===== config.mk =====
export PLATFORM = sky130hd
export DESIGN_NAME = spc_parallel_clocking
export DESIGN_NICKNAME = d
export VERILOG_FILES = /design/src/logic/spc_parallel_clocking.v
export VERILOG_INCLUDE_DIRS = /design/src /design/src/logic
export SDC_FILE = /design/constraint.sdc
export NUM_CORES = 1
export LEC_CHECK = 0
export BUFFER_PORTS_ARGS = -buffer_cell sky130_fd_sc_hd__clkbuf_2
export CAP_MARGIN = 20
export CORE_AREA = 2 2 118 120
export CTS_BUF_LIST = sky130_fd_sc_hd__clkbuf_8
export CTS_CLUSTER_SIZE = 12
export DETAILED_ROUTE_END_ITERATION = 8
export DIE_AREA = 0 0 120 122
export PLACE_DENSITY = 0.92
export SYNTH_ARGS = -nofsm -noshare
export SYNTH_HDL_FRONTEND = slang
export SYNTH_SLANG_ARGS = --single-unit

===== constraint.sdc =====
create_clock -name i_core_clk -period 3.3 [get_ports i_core_clk]
set_input_delay 0.495 -clock i_core_clk [delete_from_list [all_inputs] [get_ports i_core_clk]]
set_output_delay 0.495 -clock i_core_clk [all_outputs]
set_load 0.02 [all_outputs]

===== src/logic/spc_map.vh =====
// Register offsets, field positions, reset values and sizes of the parallel clocking block
`ifndef SPC_MAP_VH
`define SPC_MAP_VH

`define SPC_ADDR_CTRL        8'h00
`define SPC_ADDR_STATUS      8'h04
`define SPC_ADDR_IRQ_STATUS  8'h08
`define SPC_ADDR_IRQ_CLEAR   8'h0C
`define SPC_ADDR_IRQ_ENABLE  8'h10

`define SPC_CTRL_TX_CLK_SEL  0
`define SPC_CTRL_TX_RATE     1
`define SPC_CTRL_TX_HALF     2
`define SPC_CTRL_RX_RATE     3
`define SPC_CTRL_RX_BIST_LO  4
`define SPC_CTRL_RX_BIST_HI  5
`define SPC_CTRL_RECENTER    6
`define SPC_CTRL_RESET       7'h40

`define SPC_IRQ_OVERFLOW     0
`define SPC_IRQ_UNDERFLOW    1
`define SPC_IRQ_RECENTERED   2

`define SPC_BUF_DEPTH        3'h4
`define SPC_BUF_CENTER       3'h2
`define SPC_BIST_REPORT      2'h2
`define SPC_CNT_MAX          8'hFF

`endif


===== src/logic/spc_parallel_clocking.v =====
// Parallel-side transmit and receive clocking with phase-align buffer and Wishbone registers
//
// Summary of operation
// - Reference clock times the transmit character clock
// - Reference clock may capture transmit data instead
// - Select zero: input clock captures transmit characters
// - Buffer absorbs half-cycle drift after initialisation
// - Buffer overflow or underflow raises sticky error
// - Writing recenter bit as zero initialises buffer
// - Error clears only once buffer is initialised
// - Output clock at one or two times reference
// - Output clock derived from measured reference clock period
// - Half-rate mode samples on both reference edges
// - Half-rate mode updates error on both edges
// - Full rate: data changes on true rising edge
// - Half rate: data changes on both clock edges
// - Self-test status shown on low data bits
// - Status bit valid only in self-test mode 10
// - Receive clock is driven by received characters at chosen rate and stops when none arrive
//
// Decided for this implementation: the register offsets and the Wishbone register port.
`timescale 1ns/1ps
`include "spc_map.vh"

module spc_parallel_clocking
(
    input  wire        i_core_clk,
    input  wire        i_resetn,
    input  wire        i_wb_cyc,
    input  wire        i_wb_stb,
    input  wire        i_wb_we,
    input  wire [7:0]  i_wb_adr,
    input  wire [3:0]  i_wb_sel,
    input  wire [31:0] i_wb_dat,
    output reg  [31:0] o_wb_dat,
    output reg         o_wb_ack,
    output reg         o_irq,
    input  wire        i_ref_clock,
    input  wire        i_tx_input_clock,
    input  wire [9:0]  i_tx_parallel_data,
    output reg  [9:0]  o_tx_char,
    output reg         o_tx_char_valid,
    output reg         o_tx_clock_out,
    output reg         o_tx_path_error,
    input  wire        i_rx_char_valid,
    input  wire [9:0]  i_rx_char,
    input  wire [2:0]  i_rx_bist_status,
    output reg  [9:0]  o_rx_parallel_data,
    output reg         o_rx_clock_out,
    output reg         o_rx_clock_out_n,
    output reg         o_bist_status_bit
);

    function [7:0] spc_frac;
        input [7:0] period;
        input [1:0] shift;
        begin
            spc_frac = period >> shift;
        end
    endfunction

    function [7:0] spc_count_up;
        input [7:0] cnt;
        begin
            spc_count_up = (cnt == `SPC_CNT_MAX) ? cnt : cnt + 8'h01;
        end
    endfunction

    // Two-bit wrap is the buffer ring; the carry is dropped on purpose
    function [1:0] spc_ptr_add;
        input [1:0] ptr;
        input [1:0] step;
        begin
            spc_ptr_add = ptr + step;
        end
    endfunction

    // Pin synchronisers; stage one feeds stage two only
    reg        ref_s1;
    reg        ref_s2;
    reg        ref_d;
    reg        txc_s1;
    reg        txc_s2;
    reg        txc_d;
    reg [9:0]  txd_s1;
    reg [9:0]  txd_s2;

    always @(posedge i_core_clk or negedge i_resetn)
    begin
        if (!i_resetn)
        begin
            ref_s1 <= 1'b0;
            ref_s2 <= 1'b0;
            ref_d  <= 1'b0;
            txc_s1 <= 1'b0;
            txc_s2 <= 1'b0;
            txc_d  <= 1'b0;
        end
        else
        begin
            ref_s1 <= i_ref_clock;
            ref_s2 <= ref_s1;
            ref_d  <= ref_s2;
            txc_s1 <= i_tx_input_clock;
            txc_s2 <= txc_s1;
            txc_d  <= txc_s2;
        end
    end

    // Data pins share the clock pins' two-stage delay so capture lines up
    always @(posedge i_core_clk or negedge i_resetn)
    begin
        if (!i_resetn)
        begin
            txd_s1 <= 10'h000;
            txd_s2 <= 10'h000;
        end
        else
        begin
            txd_s1 <= i_tx_parallel_data;
            txd_s2 <= txd_s1;
        end
    end

    // Control register fields
    reg [6:0]  ctrl;
    reg [2:0]  irq_status;
    reg [2:0]  irq_enable;
    wire       tx_clock_select  = ctrl[`SPC_CTRL_TX_CLK_SEL];
    wire       tx_rate_select   = ctrl[`SPC_CTRL_TX_RATE];
    wire       tx_half_rate     = ctrl[`SPC_CTRL_TX_HALF];
    wire       rx_rate_select   = ctrl[`SPC_CTRL_RX_RATE];
    wire [1:0] rx_selftest_mode = ctrl[`SPC_CTRL_RX_BIST_HI:`SPC_CTRL_RX_BIST_LO];

    wire ref_rise = ref_s2 & ~ref_d;
    wire ref_fall = ~ref_s2 & ref_d;
    wire txc_rise = txc_s2 & ~txc_d;
    wire char_strobe = ref_rise | (tx_half_rate & ref_fall);

    // Bus decode
    // Ack gate stops a held request from being taken twice
    wire bus_req  = i_wb_cyc & i_wb_stb & ~o_wb_ack;
    wire bus_wr   = bus_req & i_wb_we;
    wire wr_ctrl  = bus_wr & (i_wb_adr == `SPC_ADDR_CTRL) & i_wb_sel[0];
    wire wr_clear = bus_wr & (i_wb_adr == `SPC_ADDR_IRQ_CLEAR) & i_wb_sel[0];
    wire wr_en    = bus_wr & (i_wb_adr == `SPC_ADDR_IRQ_ENABLE) & i_wb_sel[0];
    wire recenter = wr_ctrl & ~i_wb_dat[`SPC_CTRL_RECENTER];

    // Phase-align buffer, depth four, started half full
    reg [9:0]  buf_mem [0:3];
    reg [1:0]  wr_ptr;
    reg [1:0]  rd_ptr;
    reg [2:0]  level;
    reg        path_error;

    wire buf_wr    = ~tx_clock_select & txc_rise;
    wire buf_rd    = ~tx_clock_select & char_strobe;
    wire overflow  = buf_wr & ~buf_rd & (level == `SPC_BUF_DEPTH);
    wire underflow = buf_rd & ~buf_wr & (level == 3'h0);
    wire do_wr     = buf_wr & ~overflow;
    wire do_rd     = buf_rd & ~underflow;

    always @(posedge i_core_clk or negedge i_resetn)
    begin
        if (!i_resetn)
        begin
            wr_ptr     <= 2'h2;
            rd_ptr     <= 2'h0;
            level      <= `SPC_BUF_CENTER;
            path_error <= 1'b0;
            buf_mem[0] <= 10'h000;
            buf_mem[1] <= 10'h000;
            buf_mem[2] <= 10'h000;
            buf_mem[3] <= 10'h000;
        end
        else if (recenter)
        begin
            // Two slots of slack each way give the half-cycle drift margin
            wr_ptr     <= spc_ptr_add(rd_ptr, 2'h2);
            level      <= `SPC_BUF_CENTER;
            path_error <= overflow | underflow;
        end
        else
        begin
            if (do_wr)
            begin
                buf_mem[wr_ptr] <= txd_s2;
                wr_ptr          <= spc_ptr_add(wr_ptr, 2'h1);
            end
            if (do_rd)
                rd_ptr <= spc_ptr_add(rd_ptr, 2'h1);
            case ({do_wr, do_rd})
                2'b10:   level <= level + 3'h1;
                2'b01:   level <= level - 3'h1;
                default: level <= level;
            endcase
            if (overflow | underflow)
                path_error <= 1'b1;
        end
    end

    // Character out to the serializer, timed by the reference clock
    always @(posedge i_core_clk or negedge i_resetn)
    begin
        if (!i_resetn)
        begin
            o_tx_char       <= 10'h000;
            o_tx_char_valid <= 1'b0;
            o_tx_path_error <= 1'b0;
        end
        else
        begin
            o_tx_char_valid <= char_strobe;
            if (char_strobe)
            begin
                if (tx_clock_select)
                    o_tx_char <= txd_s2;
                // Underflow repeats the last character instead of a stale slot
                else if (level != 3'h0)
                    o_tx_char <= buf_mem[rd_ptr];
                o_tx_path_error <= path_error;
            end
        end
    end

    // Transmit output clock from the measured reference clock period
    reg [7:0] ref_cnt;
    reg [7:0] ref_period;
    reg       next_tx_clk;
    wire [7:0] ref_half    = spc_frac(ref_period, 2'h1);
    wire [7:0] ref_quarter = spc_frac(ref_period, 2'h2);

    // Restarts on each reference rise, so it tracks the pin's phase as well as its period
    always @*
    begin
        if (tx_rate_select)
            next_tx_clk = (ref_cnt < ref_quarter) |
                          ((ref_cnt >= ref_half) &
                           ({1'b0, ref_cnt} < {1'b0, ref_half} + {1'b0, ref_quarter}));
        else
            next_tx_clk = ref_cnt < ref_half;
    end

    always @(posedge i_core_clk or negedge i_resetn)
    begin
        if (!i_resetn)
        begin
            ref_cnt        <= 8'h00;
            ref_period     <= 8'h02;
            o_tx_clock_out <= 1'b0;
        end
        else
        begin
            if (ref_rise)
            begin
                ref_period <= spc_count_up(ref_cnt);
                ref_cnt    <= 8'h00;
            end
            else
                ref_cnt <= spc_count_up(ref_cnt);
            o_tx_clock_out <= next_tx_clk;
        end
    end

    // Receive output clock and data
    reg [7:0] rx_cnt;
    reg [7:0] rx_period;
    reg       next_rx_clk;
    reg [9:0] next_rx_data;
    reg       next_bist_bit;

    always @*
    begin
        if (rx_rate_select)
            next_rx_clk = i_rx_char_valid ? ~o_rx_clock_out : o_rx_clock_out;
        else
            // Nine bits keep a saturated count from wrapping the clock high
            next_rx_clk = i_rx_char_valid |
                          ({1'b0, rx_cnt} + 9'h001 < {1'b0, spc_frac(rx_period, 2'h1)});
        next_bist_bit = (rx_selftest_mode == `SPC_BIST_REPORT) & i_rx_bist_status[2];
        if (rx_selftest_mode != 2'h0)
            next_rx_data = {8'h00, i_rx_bist_status[1:0]};
        else
            next_rx_data = i_rx_char;
    end

    always @(posedge i_core_clk or negedge i_resetn)
    begin
        if (!i_resetn)
        begin
            rx_cnt             <= 8'h00;
            rx_period          <= 8'h02;
            o_rx_clock_out     <= 1'b0;
            o_rx_clock_out_n   <= 1'b1;
            o_rx_parallel_data <= 10'h000;
            o_bist_status_bit  <= 1'b0;
        end
        else
        begin
            if (i_rx_char_valid)
            begin
                rx_period          <= spc_count_up(rx_cnt);
                rx_cnt             <= 8'h00;
                o_rx_parallel_data <= next_rx_data;
                o_bist_status_bit  <= next_bist_bit;
            end
            else
                rx_cnt <= spc_count_up(rx_cnt);
            o_rx_clock_out   <= next_rx_clk;
            o_rx_clock_out_n <= ~next_rx_clk;
        end
    end

    // Registers, sticky events and interrupt
    wire [2:0] events;
    assign events[`SPC_IRQ_OVERFLOW]   = overflow;
    assign events[`SPC_IRQ_UNDERFLOW]  = underflow;
    assign events[`SPC_IRQ_RECENTERED] = recenter;

    reg [31:0] next_rd;

    always @*
    begin
        case (i_wb_adr)
            `SPC_ADDR_CTRL:       next_rd = {25'h0, ctrl};
            `SPC_ADDR_STATUS:     next_rd = {28'h0000000, level, path_error};
            `SPC_ADDR_IRQ_STATUS: next_rd = {29'h0, irq_status};
            `SPC_ADDR_IRQ_ENABLE: next_rd = {29'h0, irq_enable};
            default:              next_rd = 32'h00000000;
        endcase
    end

    always @(posedge i_core_clk or negedge i_resetn)
    begin
        if (!i_resetn)
        begin
            ctrl       <= `SPC_CTRL_RESET;
            irq_enable <= 3'h0;
            o_wb_ack   <= 1'b0;
            o_wb_dat   <= 32'h00000000;
        end
        else
        begin
            o_wb_ack <= bus_req;
            if (bus_req & ~i_wb_we)
                o_wb_dat <= next_rd;
            if (wr_ctrl)
                ctrl <= i_wb_dat[6:0];
            if (wr_en)
                irq_enable <= i_wb_dat[2:0];
        end
    end

    // Sticky events and level interrupt, one cycle behind status
    always @(posedge i_core_clk or negedge i_resetn)
    begin
        if (!i_resetn)
        begin
            irq_status <= 3'h0;
            o_irq      <= 1'b0;
        end
        else
        begin
            // A new event wins over a clear in the same cycle
            irq_status <= (irq_status & ~(wr_clear ? i_wb_dat[2:0] : 3'h0)) | events;
            o_irq      <= |(irq_status & irq_enable);
        end
    end

endmodule


# [After elaboration in Yosys (flattened, before gate mapping)]
# Index checks and enable logic that the tools add are counted.
[totals] ramBits=0 romBits=0 mem_count=0 reg_bits=179 latch_bits=0 inputBits=75
[classes] muxes=24 reduce_logical=13 n_shift=0 order_cmp=8 bitwise=49 mul=0 n_addsub=9 n_div=0 n_eq_ne=10
[ops] op="$mux W10" count=6
[ops] op="$bwmux W40" count=1
[ops] op="$mux W8" count=4
[ops] op="$pmux W7 S4" count=1
[ops] op="$and A1 B1 Y1" count=25
[ops] op="$bmux W10 S2" count=1
[ops] op="$demux W10 S2" count=1
[ops] op="$add A8 B1 Y8 const B" count=2
[ops] op="$eq A8 B4 Y1 const B" count=2
[ops] op="$eq A8 B8 Y1 const B" count=2
[ops] op="$not A1 Y1" count=14
[ops] op="$add A8 B1 Y9 const B" count=1
[ops] op="$lt A9 B7 Y1" count=1
[ops] op="$add A7 B6 Y8" count=1
[ops] op="$eq A8 B3 Y1 const B" count=1
[ops] op="$eq A8 B5 Y1 const B" count=1
[ops] op="$ge A8 B7 Y1" count=1
[ops] op="$logic_not A8 Y1" count=1
[ops] op="$lt A8 B6 Y1" count=1
[ops] op="$lt A8 B7 Y1" count=1
[ops] op="$lt A8 B8 Y1" count=1
[ops] op="$reduce_bool A2 Y1" count=4
[ops] op="$and A3 B3 Y3" count=2
[ops] op="$ge A3 B3 Y1 const B" count=2
[ops] op="other kinds (21)" count=36

# [Longest topological paths before layout]
# Gate-level depths: netlist of run 1.
[depth] depth_word=13 mapped_depth=11 depth_no_buf=11

# [Least setup slack after synthesis of run 1]
# Ideal clock, no wire load.
[synth_timing] kind="input to register" startpoint="input i_wb_adr[0]" endpoint="register buf_mem[20] in the netlist's numbering" arrival_ns=2.441 setup_time_ns=0.125 cell_stages=5 n_path_buf=1 setup_slack_ns=0.734 path_cell_list="or4_1 or4_4 buf_6 o2111ai_4 mux2_2"
[synth_via] elab_chain_cells=6
[synth_rtl] element="start: declaration" line_no="spc_parallel_clocking.v:32" text="input wire [7:0] i_wb_adr,"
[synth_rtl] element="$logic_not A8 Y1"
[synth_rtl] element="$and A1 B1 Y1 (2 in series)" line_no="spc_parallel_clocking.v:144" text="wire wr_ctrl = bus_wr & (i_wb_adr == `SPC_ADDR_CTRL) & i_wb_sel[0];"
[synth_rtl] element="$and A1 B1 Y1" line_no="spc_parallel_clocking.v:147" text="wire recenter = wr_ctrl & ~i_wb_dat[`SPC_CTRL_RECENTER];"
[synth_rtl] element="$not A1 Y1 (no line)"
[synth_rtl] element="$reduce_and A2 Y1 (no line)"
[synth_rtl] element="end signal: indexed assignment" line_no="spc_parallel_clocking.v:187" text="buf_mem[wr_ptr] <= txd_s2;"
[synth_rtl] element="end: declaration" line_no="spc_parallel_clocking.v:150" text="reg [9:0] buf_mem [0:3];"
# No other way between the ends.
# A chain may end at the register's enable or synchronous reset.

# [Worst setup path in the final report of run 1]
[layout_timing] startpoint="register ref_period[2]" endpoint="register o_tx_clock_out"
[layout_via] elab_chain_cells=5
[layout_rtl] element="start: declaration" line_no="spc_parallel_clocking.v:228" text="reg [7:0] ref_period;"
[layout_rtl] element="start signal: assignment" line_no="spc_parallel_clocking.v:256" text="ref_period <= spc_count_up(ref_cnt);"
[layout_rtl] element="$add A7 B6 Y8" line_no="spc_parallel_clocking.v:239" text="({1'b0, ref_cnt} < {1'b0, ref_half} + {1'b0, ref_quarter}));"
[layout_rtl] element="$lt A8 B8 Y1" line_no="spc_parallel_clocking.v:239"
[layout_rtl] element="$and A1 B1 Y1" line_no="spc_parallel_clocking.v:238" text="((ref_cnt >= ref_half) &"
[layout_rtl] element="$or A1 B1 Y1" line_no="spc_parallel_clocking.v:237" text="next_tx_clk = (ref_cnt < ref_quarter) |"
[layout_rtl] element="$mux W1 *" line_no="spc_parallel_clocking.v:236" text="if (tx_rate_select)"
[layout_rtl] element="net next_tx_clk" line_no="spc_parallel_clocking.v:229" text="reg next_tx_clk;"
[layout_rtl] element="end signal: assignment" line_no="spc_parallel_clocking.v:261" text="o_tx_clock_out <= next_tx_clk;"
[layout_rtl] element="end: declaration" line_no="spc_parallel_clocking.v:43" text="output reg o_tx_clock_out,"
# Mark *: on every way through the listed nets, which the timed path passes. The rest lies on a longest branch.

==> results_dict.tcl, run 1 <==
set metrics [dict create \
    min_period_ns 2.87 \
    portBuffers 81 \
    die_y_um 122 \
    drc 0 \
    tightest_slew_ns 0.818 \
    drv_cap 0 \
    rsz0062_at_grt "no" \
    worstSkewPairLatency_ns 0.46 \
    syn_to_final_growth_pct 12.2 \
    synth_area_um2 7600 \
    dp_cells 906 \
    via_per_inst 5.62 \
    critPathMaxStageDelay_ns 0.47 \
    first_global_vias 5474 \
    path_cells "ha_1, fa_1, a21o_1, a21oi_1, nor2_1, a311oi_1, ha_1, o2111ai_1, o211ai_1, o221ai_1" \
    setup-violations-final 0 \
    placed_area_um2 8110 \
    first_pass_iters 6 \
    status "completed" \
    core-area_um2 13500 \
    synth_top_flop_cell "dfrtp_1" \
    ant_nets 0 \
    finalMaxSlewViolations 0 \
    syn_area_per_cell_um2 11.5 \
    numCtsBuffers 17 \
    ys_warn_count 0 \
    cts_buffer_depth 2 \
    drt_iter0_drc 287 \
    clock_sinks 152 \
    critPathTopFamily "compound AO/OA/AOI/OAI gates" \
    synthArstFlopShare 1.00 \
    final_cell_count_no_fill 938 \
    p_leak_nw 4.05 \
    antenna_found_initial 0 \
    cp.required_ns 3.67 \
    nets 861 \
    period_share 0.871 \
    cp-startpoint "ref_period[2]$_DFFE_PN0N_" \
    fmax_ghz 0.348 \
    grt_use_total 0.217 \
    place_hpwl_um 10500 \
    ir_worst_vdd_mv 0.343 \
    fin_util 0.631 \
    htree_levels 4 \
    start_util 0.563 \
    final_cell_area_um2 8520 \
    postCtsSetupBuffers 0 \
    io_pins 135 \
    hold_buffers 0 \
    critPathSlowestCell "dfrtp_1" \
    rows 43 \
    gp_congestion 0.863 \
    path_class "reg2reg" \
    r2r-start "ref_period[2]$_DFFE_PN0N_" \
    overflow 0 \
    die-area_um2 14600 \
    path_clk_slew_ns 0.08 \
    cp-start-kind "flip-flop" \
    crit_fanout 6 \
    hold_path_class "in2async" \
    wl_per_cell_um 15.7 \
    cp-end-kind "flip-flop" \
    crit_top_cell "ha_1" \
    cts_tree "done" \
    cp.arrival_ns 3.24 \
    synth_cells 659 \
    hold_viol_final 0 \
    vias 5274 \
    cts_root_buf "clkbuf_8" \
    insertedDiodeCount 0 \
    synth-edff-count 0 \
    die_w_um 120 \
    power.total_mw 6.00 \
    cts_resized 0 \
    p_per_area_nw_per_um2 704 \
    drive_above_1_share 0.266 \
    finalClockSkew_ns 0.0140 \
    critPathBufInv 0 \
    wirelength_um 14700 \
    setup_tns_ns 0 \
    grt_pass1_wl_um 25000 \
    slew_headroom 0.450 \
    ys_seq_elements 152 \
    fillers 1019 \
    grt_max_degree 79 \
    synthDistinctLibCells 64 \
    synth_seq_area_share 0.501 \
]
-- kinds of logic (layout without fill, tap and decap cells) --
group,count (synthesis),in the layout,synth area share
flops,152,152,0.501
other cells,1,25,0.000493
simple gates,160,160,0.109
buf+inv,83,158,0.0553
compound gates,123,123,0.110
mux,86,86,0.138
fa+ha+maj,41,41,0.0695
xor+xnor,13,13,0.0150
-- report_power, final --
part | switching (mW) | internal [mW] | total (mW)
clock | 0.716 | 0.770 | 1.49
sequential | 0.424 | 2.34 | 2.76
combinational | 0.831 | 0.925 | 1.76
-- layer usage --
metal,vias up,routed length (um),part of all wire,track usage
li1,2494,-,-,-
met1,2637,6030,0.41,0.258
met2,109,7760,0.53,0.382
met3,34,564,0.038,0.0482
met4,0,365,0.025,0.0904
met5,-,0,0,0
-- cell type report --
cell class,count,area [um^2],share of cell area
well taps,180,225,0.0264
multi-input cells,448,3460,0.406
clock buffers,18,248,0.0291
repair buffers,89,472,0.0553
flip-flops and latches,152,3810,0.447
inverters,37,139,0.0163
clock inverters,14,171,0.0201
-- per-stage QoR --
step           setup WS (ns)  hold WS (ns)
2_1_floorplan          0.734         0.199
3_3_place_gp           0.446         0.332
3_5_place_dp           0.422         0.335
4_1_cts                0.413        0.0629
5_1_grt                0.206        0.0877
6_report               0.426        0.0392
-- cell usage in the layout, fill, tap and decap left out, types with 4 or more instances in the layout --
| cell | n |
|---|---|
| dfrtp_1 | 146 |
| nor2b_1 | 5 |
| a22o_1 | 4 |
| nand2b_1 | 8 |
| or4_1 | 5 |
| o21ai_0 | 34 |
| dfstp_2 | 6 |
| ha_1 | 39 |
| nand3_1 | 21 |
| and3_1 | 7 |
| inv_1 | 37 |
| nor3_1 | 11 |
| buf_4 | 8 |
| o211ai_1 | 4 |
| a21oi_1 | 34 |
| conb_1 | 25 |
| mux2i_1 | 23 |
| clkinvlp_4 | 6 |
| o31ai_1 | 4 |
| xor2_1 | 4 |
| clkbuf_2 | 80 |
| a21o_1 | 8 |
| xnor2_1 | 9 |
| nand2_1 | 23 |
| a211oi_1 | 4 |
| mux2_2 | 53 |
| nor2_1 | 50 |
| clkbuf_8 | 18 |
| mux4_2 | 10 |
-- Yosys cell counts, types with 3 or more instances --
cell type / number / area, um^2
dfrtp_1: 146 / 3650
mux2_2: 53 / 597
nor2_1: 50 / 188
ha_1: 39 / 488
inv_1: 37 / 139
a21oi_1: 34 / 170
o21ai_0: 34 / 170
buf_4: 25 / 188
mux2i_1: 23 / 230
nand2_1: 23 / 86.3
nand3_1: 21 / 105
clkbuf_1: 17 / 63.8
nor3_1: 11 / 55.1
mux4_2: 10 / 225
xnor2_1: 9 / 78.8
a21o_1: 8 / 60.1
nand2b_1: 8 / 50.1
and3_1: 7 / 43.8
dfstp_2: 6 / 158
nor2b_1: 5 / 31.3
or4_1: 5 / 37.5
a211oi_1: 4 / 30.0
a22o_1: 4 / 35.0
o211ai_1: 4 / 30.0
o31ai_1: 4 / 30.0
xor2_1: 4 / 35.0
a211o_1: 3 / 26.3
a31oi_1: 3 / 18.8
nand4_1: 3 / 18.8
nor3b_1: 3 / 22.5
nor4_1: 3 / 18.8
nor4b_1: 3 / 26.3
o2bb2ai_1: 3 / 26.3
or2_2: 3 / 18.8
-- final timing paths --
check	to	slack, ns	cells after the start
max	o_tx_clock_out$_DFF_PN0_	0.43	10
min	o_tx_char[8]$_DFFE_PN0P_	0.04	1
max reg2reg	o_tx_clock_out$_DFF_PN0_	0.43	10
min reg2reg	txd_s2[7]$_DFF_PN0_	0.35	0
max in group asynchronous	buf_mem[4]$_DFFE_PN0P_	2.42	2
min in group i_core_clk	txd_s1[2]$_DFF_PN0_	0.14	1
-- flip-flops by register name, summed over array words and instances (netlist names), 8 cells and up --
name                count
txd_s1                 10
rx_cnt                  8
o_rx_parallel_data     10
txd_s2                 10
ref_cnt                 8
buf_mem                40
o_tx_char              10
(Power assumes the default switching activity.)
==> inputs of run 2 (changes only) <==
--- a/config.mk
+++ b/config.mk
@@ -8,12 +8,12 @@
 export LEC_CHECK = 0
 export BUFFER_PORTS_ARGS = -buffer_cell sky130_fd_sc_hd__clkbuf_2
 export CAP_MARGIN = 20
-export CORE_AREA = 2 2 118 120
+export CORE_AREA = 2 2 127 129
 export CTS_BUF_LIST = sky130_fd_sc_hd__clkbuf_8
 export CTS_CLUSTER_SIZE = 12
 export DETAILED_ROUTE_END_ITERATION = 8
-export DIE_AREA = 0 0 120 122
-export PLACE_DENSITY = 0.92
+export DIE_AREA = 0 0 129 131
+export PLACE_DENSITY = 0.82
 export SYNTH_ARGS = -nofsm -noshare
 export SYNTH_HDL_FRONTEND = slang
 export SYNTH_SLANG_ARGS = --single-unit
==> results_dict.tcl, run 2 (same netlist as run 1, synthesis figures left out) <==
set metrics [dict create \
    die_w_um 129 \
    die-area_um2 16900 \
    pre_cts_ws_ns 0.425 \
    hold_buffers 0 \
    layout_commonest_cell "dfrtp_1" \
    pwr-share-comb 0.290 \
    fmax_ghz 0.355 \
    die_y_um 131 \
    via_per_inst 5.32 \
    drt_iter0_drc 201 \
    postCtsSetupBuffers 0 \
    power.net_switching_mw 1.93 \
    wl_per_cell_um 14.7 \
    grt_pass1_wl_um 24200 \
    hold_path_class "in2async" \
    min_period_ns 2.82 \
    vias 5177 \
    p_leak_nw 4.08 \
    cp-end-kind "flip-flop" \
    worstSkewPairLatency_ns 0.45 \
    switching_share 0.318 \
    gp_congestion 0.836 \
    grt_max_degree 86 \
    first_pass_iters 4 \
    start_util 0.487 \
    path_clk_slew_ns 0.08 \
    cts_resized 0 \
    finalMaxSlewViolations 0 \
    fillers 1318 \
    p_per_area_nw_per_um2 707 \
    power.total_mw 6.08 \
    whs_ns 0.0923 \
    drc 0 \
    drv_cap 0 \
    cts_tree "done" \
    grt_use_total 0.181 \
    slew_headroom 0.474 \
    hold_viol_final 0 \
    insertedDiodeCount 0 \
    wirelength_um 14300 \
    cts_buffer_depth 2 \
    numCtsBuffers 17 \
    p_int_mw 4.14 \
    ir_worst_vdd_mv 0.351 \
    core-area_um2 15600 \
    nets 860 \
    setup_tns_ns 0 \
    path_class "reg2reg" \
    rows 46 \
    pwr-share-seq 0.452 \
    final.setup.worst_slack_ns 0.480 \
    largest_reg_flops 40 \
    status "completed" \
    overflow 0 \
    clock_sinks 152 \
    period_share 0.855 \
    rsz0062_at_grt "no" \
    power.share.clock 0.259 \
    syn_to_final_growth_pct 13.2 \
    fin_util 0.552 \
    crit_fanout 6 \
    first_global_vias 5086 \
    setup-violations-final 0 \
    antenna_found_initial 0 \
    drive_above_1_share 0.266 \
    place_hpwl_um 9960 \
    cts_root_buf "clkbuf_8" \
    portBuffers 81 \
    htree_levels 4 \
    most-common-layout-cells "146 x dfrtp_1, 80 x clkbuf_2, 53 x mux2_2, 50 x nor2_1, 39 x ha_1" \
    cp.required_ns 3.67 \
    top_register "buf_mem" \
    io_pins 135 \
    cp.arrival_ns 3.19 \
    ant_nets 0 \
    finalClockSkew_ns 0.0117 \
    tightest_slew_ns 0.787 \
    cp-start-kind "flip-flop" \
]
==> run 2: changes by cell type in the layout (fill, tap and decap cells not counted), sizes merged <==
cell / delta
inv: -3
buf: -1
clkinv: +4
clkbuf: +2
clkinvlp: -4
bufinv: +1
==> run 2: metal layers <==
layer	track usage	routed length (um)
met1	0.232	6360
met3	0.0415	447
met2	0.308	7220
met5	0	0
met4	0.0601	252
==> run 2: worst paths after layout <==
| check | start | endpoint | slack, ns | depth (start not counted) |
|---|---|---|---|---|
| max reg2reg | ref_period[2]$_DFFE_PN0N_ | o_tx_clock_out$_DFF_PN0_ | 0.48 | 10 |
| max in group asynchronous | i_resetn | o_tx_char[8]$_DFFE_PN0P_ | 2.43 | 2 |
| min in group i_core_clk | i_tx_parallel_data[3] | txd_s1[3]$_DFF_PN0_ | 0.14 | 1 |
| min | i_resetn | txd_s1[5]$_DFF_PN0_ | 0.09 | 1 |
| max | ref_period[2]$_DFFE_PN0N_ | o_tx_clock_out$_DFF_PN0_ | 0.48 | 10 |
| min reg2reg | txc_s1$_DFF_PN0_ | txc_s2$_DFF_PN0_ | 0.35 | 0 |
==> run 2: power groups by stage <==
stage,logic [mW],clock network (mW),registers (mW)
after floorplan,1.32,0,2.72
after global placement,1.69,0,2.75
after detailed placement,1.77,0,2.77
after CTS,1.78,1.60,2.74
after global routing,1.98,1.68,2.82
final,1.76,1.57,2.75
==> run 2: metrics by stage <==
stage	instances	cell area [um^2]
after floorplan	683	7690
after global placement	941	8160
after detailed placement	941	8160
after CTS	973	8600
after global routing	973	8600
final	973	8600
==> run 2: worst max-delay path, cell delays in order, from the launching register on <==
cell	delay, ns
dfrtp_1	0.46
ha_1	0.24
fa_1	0.41
a21o_1	0.19
a21oi_1	0.28
nor2_1	0.07
a311oi_1	0.32
ha_1	0.31
o2111ai_1	0.11
o211ai_1	0.13
o221ai_1	0.22
==> run 2: area by class of cell <==
| cell class | count | area [um^2] | share of cell area |
|---|---|---|---|
| inverters | 37 | 139 | 0.0161 |
| flip-flops and latches | 152 | 3810 | 0.443 |
| clock inverters | 12 | 173 | 0.0201 |
| multi-input cells | 448 | 3460 | 0.402 |
| well taps | 216 | 270 | 0.0314 |
| repair buffers | 88 | 477 | 0.0554 |
| clock buffers | 20 | 275 | 0.0320 |
==> inputs of run 3 (changes only) <==
--- a/config.mk
+++ b/config.mk
@@ -8,12 +8,12 @@
 export LEC_CHECK = 0
 export BUFFER_PORTS_ARGS = -buffer_cell sky130_fd_sc_hd__clkbuf_2
 export CAP_MARGIN = 20
-export CORE_AREA = 2 2 127 129
+export CORE_AREA = 2 2 121 123
 export CTS_BUF_LIST = sky130_fd_sc_hd__clkbuf_8
 export CTS_CLUSTER_SIZE = 12
 export DETAILED_ROUTE_END_ITERATION = 8
-export DIE_AREA = 0 0 129 131
-export PLACE_DENSITY = 0.82
+export DIE_AREA = 0 0 123 125
+export PLACE_DENSITY = 0.89
 export SYNTH_ARGS = -nofsm -noshare
 export SYNTH_HDL_FRONTEND = slang
 export SYNTH_SLANG_ARGS = --single-unit
==> constraint.sdc (replaced) <==
create_clock -name i_core_clk -period 2.9 [get_ports i_core_clk]
set_input_delay 0.435 -clock i_core_clk [delete_from_list [all_inputs] [get_ports i_core_clk]]
set_output_delay 0.435 -clock i_core_clk [all_outputs]
set_load 0.02 [all_outputs]
==> results_dict.tcl, run 3 (same netlist as run 1, synthesis figures left out) <==
set metrics [dict create \
    status "complete, but fails checks" \
    violations "negative hold slack" \
    ant_nets 0 \
    vias 5258 \
    drv_cap 0 \
    hold_path_class "in2async" \
    grt_use_total 0.207 \
    path_class "reg2reg" \
    cts_root_buf "clkbuf_8" \
    first_pass_iters 7 \
    wl_per_cell_um 15.6 \
    ir_worst_vdd_mv 0.434 \
    largest_reg_flops 40 \
    period_share 0.933 \
    syn_to_final_growth_pct 13.5 \
    p_leak_nw 4.12 \
    postCtsSetupBuffers 0 \
    p_int_mw 4.84 \
    die-area_um2 15400 \
    finalClockSkew_ns 0.0174 \
    grt_max_degree 73 \
    switching_share 0.315 \
    cp-end-kind "flip-flop" \
    dp_cells 912 \
    placed_area_um2 8140 \
    wirelength_um 14700 \
    drc 0 \
    regArea_um2 3810 \
    nets 863 \
    cts_buffer_depth 2 \
    fillers 1116 \
    path_clk_slew_ns 0.09 \
    tightest_slew_ns 0.817 \
    min_period_ns 2.71 \
    cp-start-kind "flip-flop" \
    fmax_ghz 0.369 \
    htree_levels 4 \
    setup-violations-final 0 \
    die_w_um 123 \
    cp-startpoint "ref_period[2]$_DFFE_PN0N_" \
    grt_pass1_wl_um 25300 \
    insertedDiodeCount 0 \
    most-common-layout-cells "146 x dfrtp_1, 80 x clkbuf_2, 53 x mux2_2, 50 x nor2_1, 39 x ha_1" \
    start_util 0.535 \
    cp.arrival_ns 3.07 \
    overflow 0 \
    multi_input_area_um2 3460 \
    pwr-share-seq 0.443 \
    layout_commonest_cell "dfrtp_1" \
    power.share.clock 0.269 \
    core-area_um2 14200 \
    cts_resized 0 \
    clock_sinks 152 \
    antenna_found_initial 0 \
    final_cell_area_um2 8620 \
    pwr-share-comb 0.288 \
    crit_fanout 6 \
    slew_headroom 0.454 \
    p_per_area_nw_per_um2 819 \
    place_hpwl_um 10300 \
    io_pins 135 \
    cts_tree "done" \
    gp_congestion 0.864 \
    setup_tns_ns 0 \
    portBuffers 81 \
    final_cell_count_no_fill 944 \
    drive_above_1_share 0.268 \
    hold_viol_final 7 \
    cp.required_ns 3.26 \
    power.net_switching_mw 2.22 \
    rsz0062_at_grt "no" \
    top_register "buf_mem" \
    power.total_mw 7.06 \
    numCtsBuffers 17 \
    via_per_inst 5.57 \
    hold_buffers 0 \
    die_y_um 125 \
    whs_ns -0.00381 \
    worstSkewPairLatency_ns 0.45 \
    rows 44 \
    first_global_vias 5473 \
    finalMaxSlewViolations 0 \
    drt_iter0_drc 258 \
    r2r-start "ref_period[2]$_DFFE_PN0N_" \
]
-- run 3: cell types whose count changed in the layout (fill, tap and decap cells not counted) --
cell        change
buf_4           +3
clkinv_2        -3
a21oi_1         -1
a21oi_2         +1
bufinv_16       +1
clkbuf_8        +1
clkinvlp_4      -1
inv_1           +1
inv_6           +1
-- run 3: final timing paths --
| check | end | slack (ns) | cells past startpoint |
|---|---|---|---|
| setup / recovery | o_tx_clock_out$_DFF_PN0_ | 0.19 | 10 |
| hold / removal | txd_s1[3]$_DFF_PN0_ | -0.004 | 1 |
| setup reg to reg | o_tx_clock_out$_DFF_PN0_ | 0.19 | 10 |
| hold reg to reg | txd_s2[9]$_DFF_PN0_ | 0.35 | 0 |
| max in group asynchronous | rx_period[1]$_DFFE_PN1P_ | 2.09 | 2 |
| min in group i_core_clk | txc_s1$_DFF_PN0_ | 0.10 | 1 |
-- run 3: cell type report --
class / count / share of cell area
Sequential cell: 152 / 0.442
Clock inverter: 11 / 0.0223
Clock buffer: 21 / 0.0335
Timing Repair Buffer: 91 / 0.0579
Multi-Input combinational cell: 448 / 0.401
Inverter: 37 / 0.0161
Tap cell: 184 / 0.0267
-- run 3: critical path, stage by stage (launching register included) --
cell	delay [ns]
dfrtp_1	0.46
ha_1	0.24
fa_1	0.41
a21o_1	0.21
a21oi_2	0.20
xnor2_1	0.14
ha_1	0.26
a211o_1	0.26
o2111ai_1	0.07
o211ai_1	0.13
o221ai_1	0.23
-- run 3: metrics by stage --
stage | hold slack [ns] | utilization | setup slack [ns]
after global routing | 0.0426 | 0.607 | 0.0670
after global placement | 0.333 | 0.573 | 0.204
final | -0.00381 | 0.607 | 0.193
after CTS | 0.00920 | 0.607 | 0.127
after floorplan | 0.139 | - | 0.394
after detailed placement | 0.335 | 0.573 | 0.143
-- run 3: metal layers --
metal,track usage,wire length [um],share of wire
met5,0,0,0
met3,0.0411,606,0.041
met2,0.350,7750,0.53
met4,0.0902,386,0.026
met1,0.256,5980,0.41
-- run 3: power by group through the flow --
stage               registers, mW  clock network (mW)  logic [mW]
floorplan                    3.10                   0        1.51
global placement             3.12                   0        1.92
detailed placement           3.15                   0        2.03
CTS                          3.12                1.94        2.05
global route                 3.20                2.03        2.28
finish                       3.13                1.90        2.04
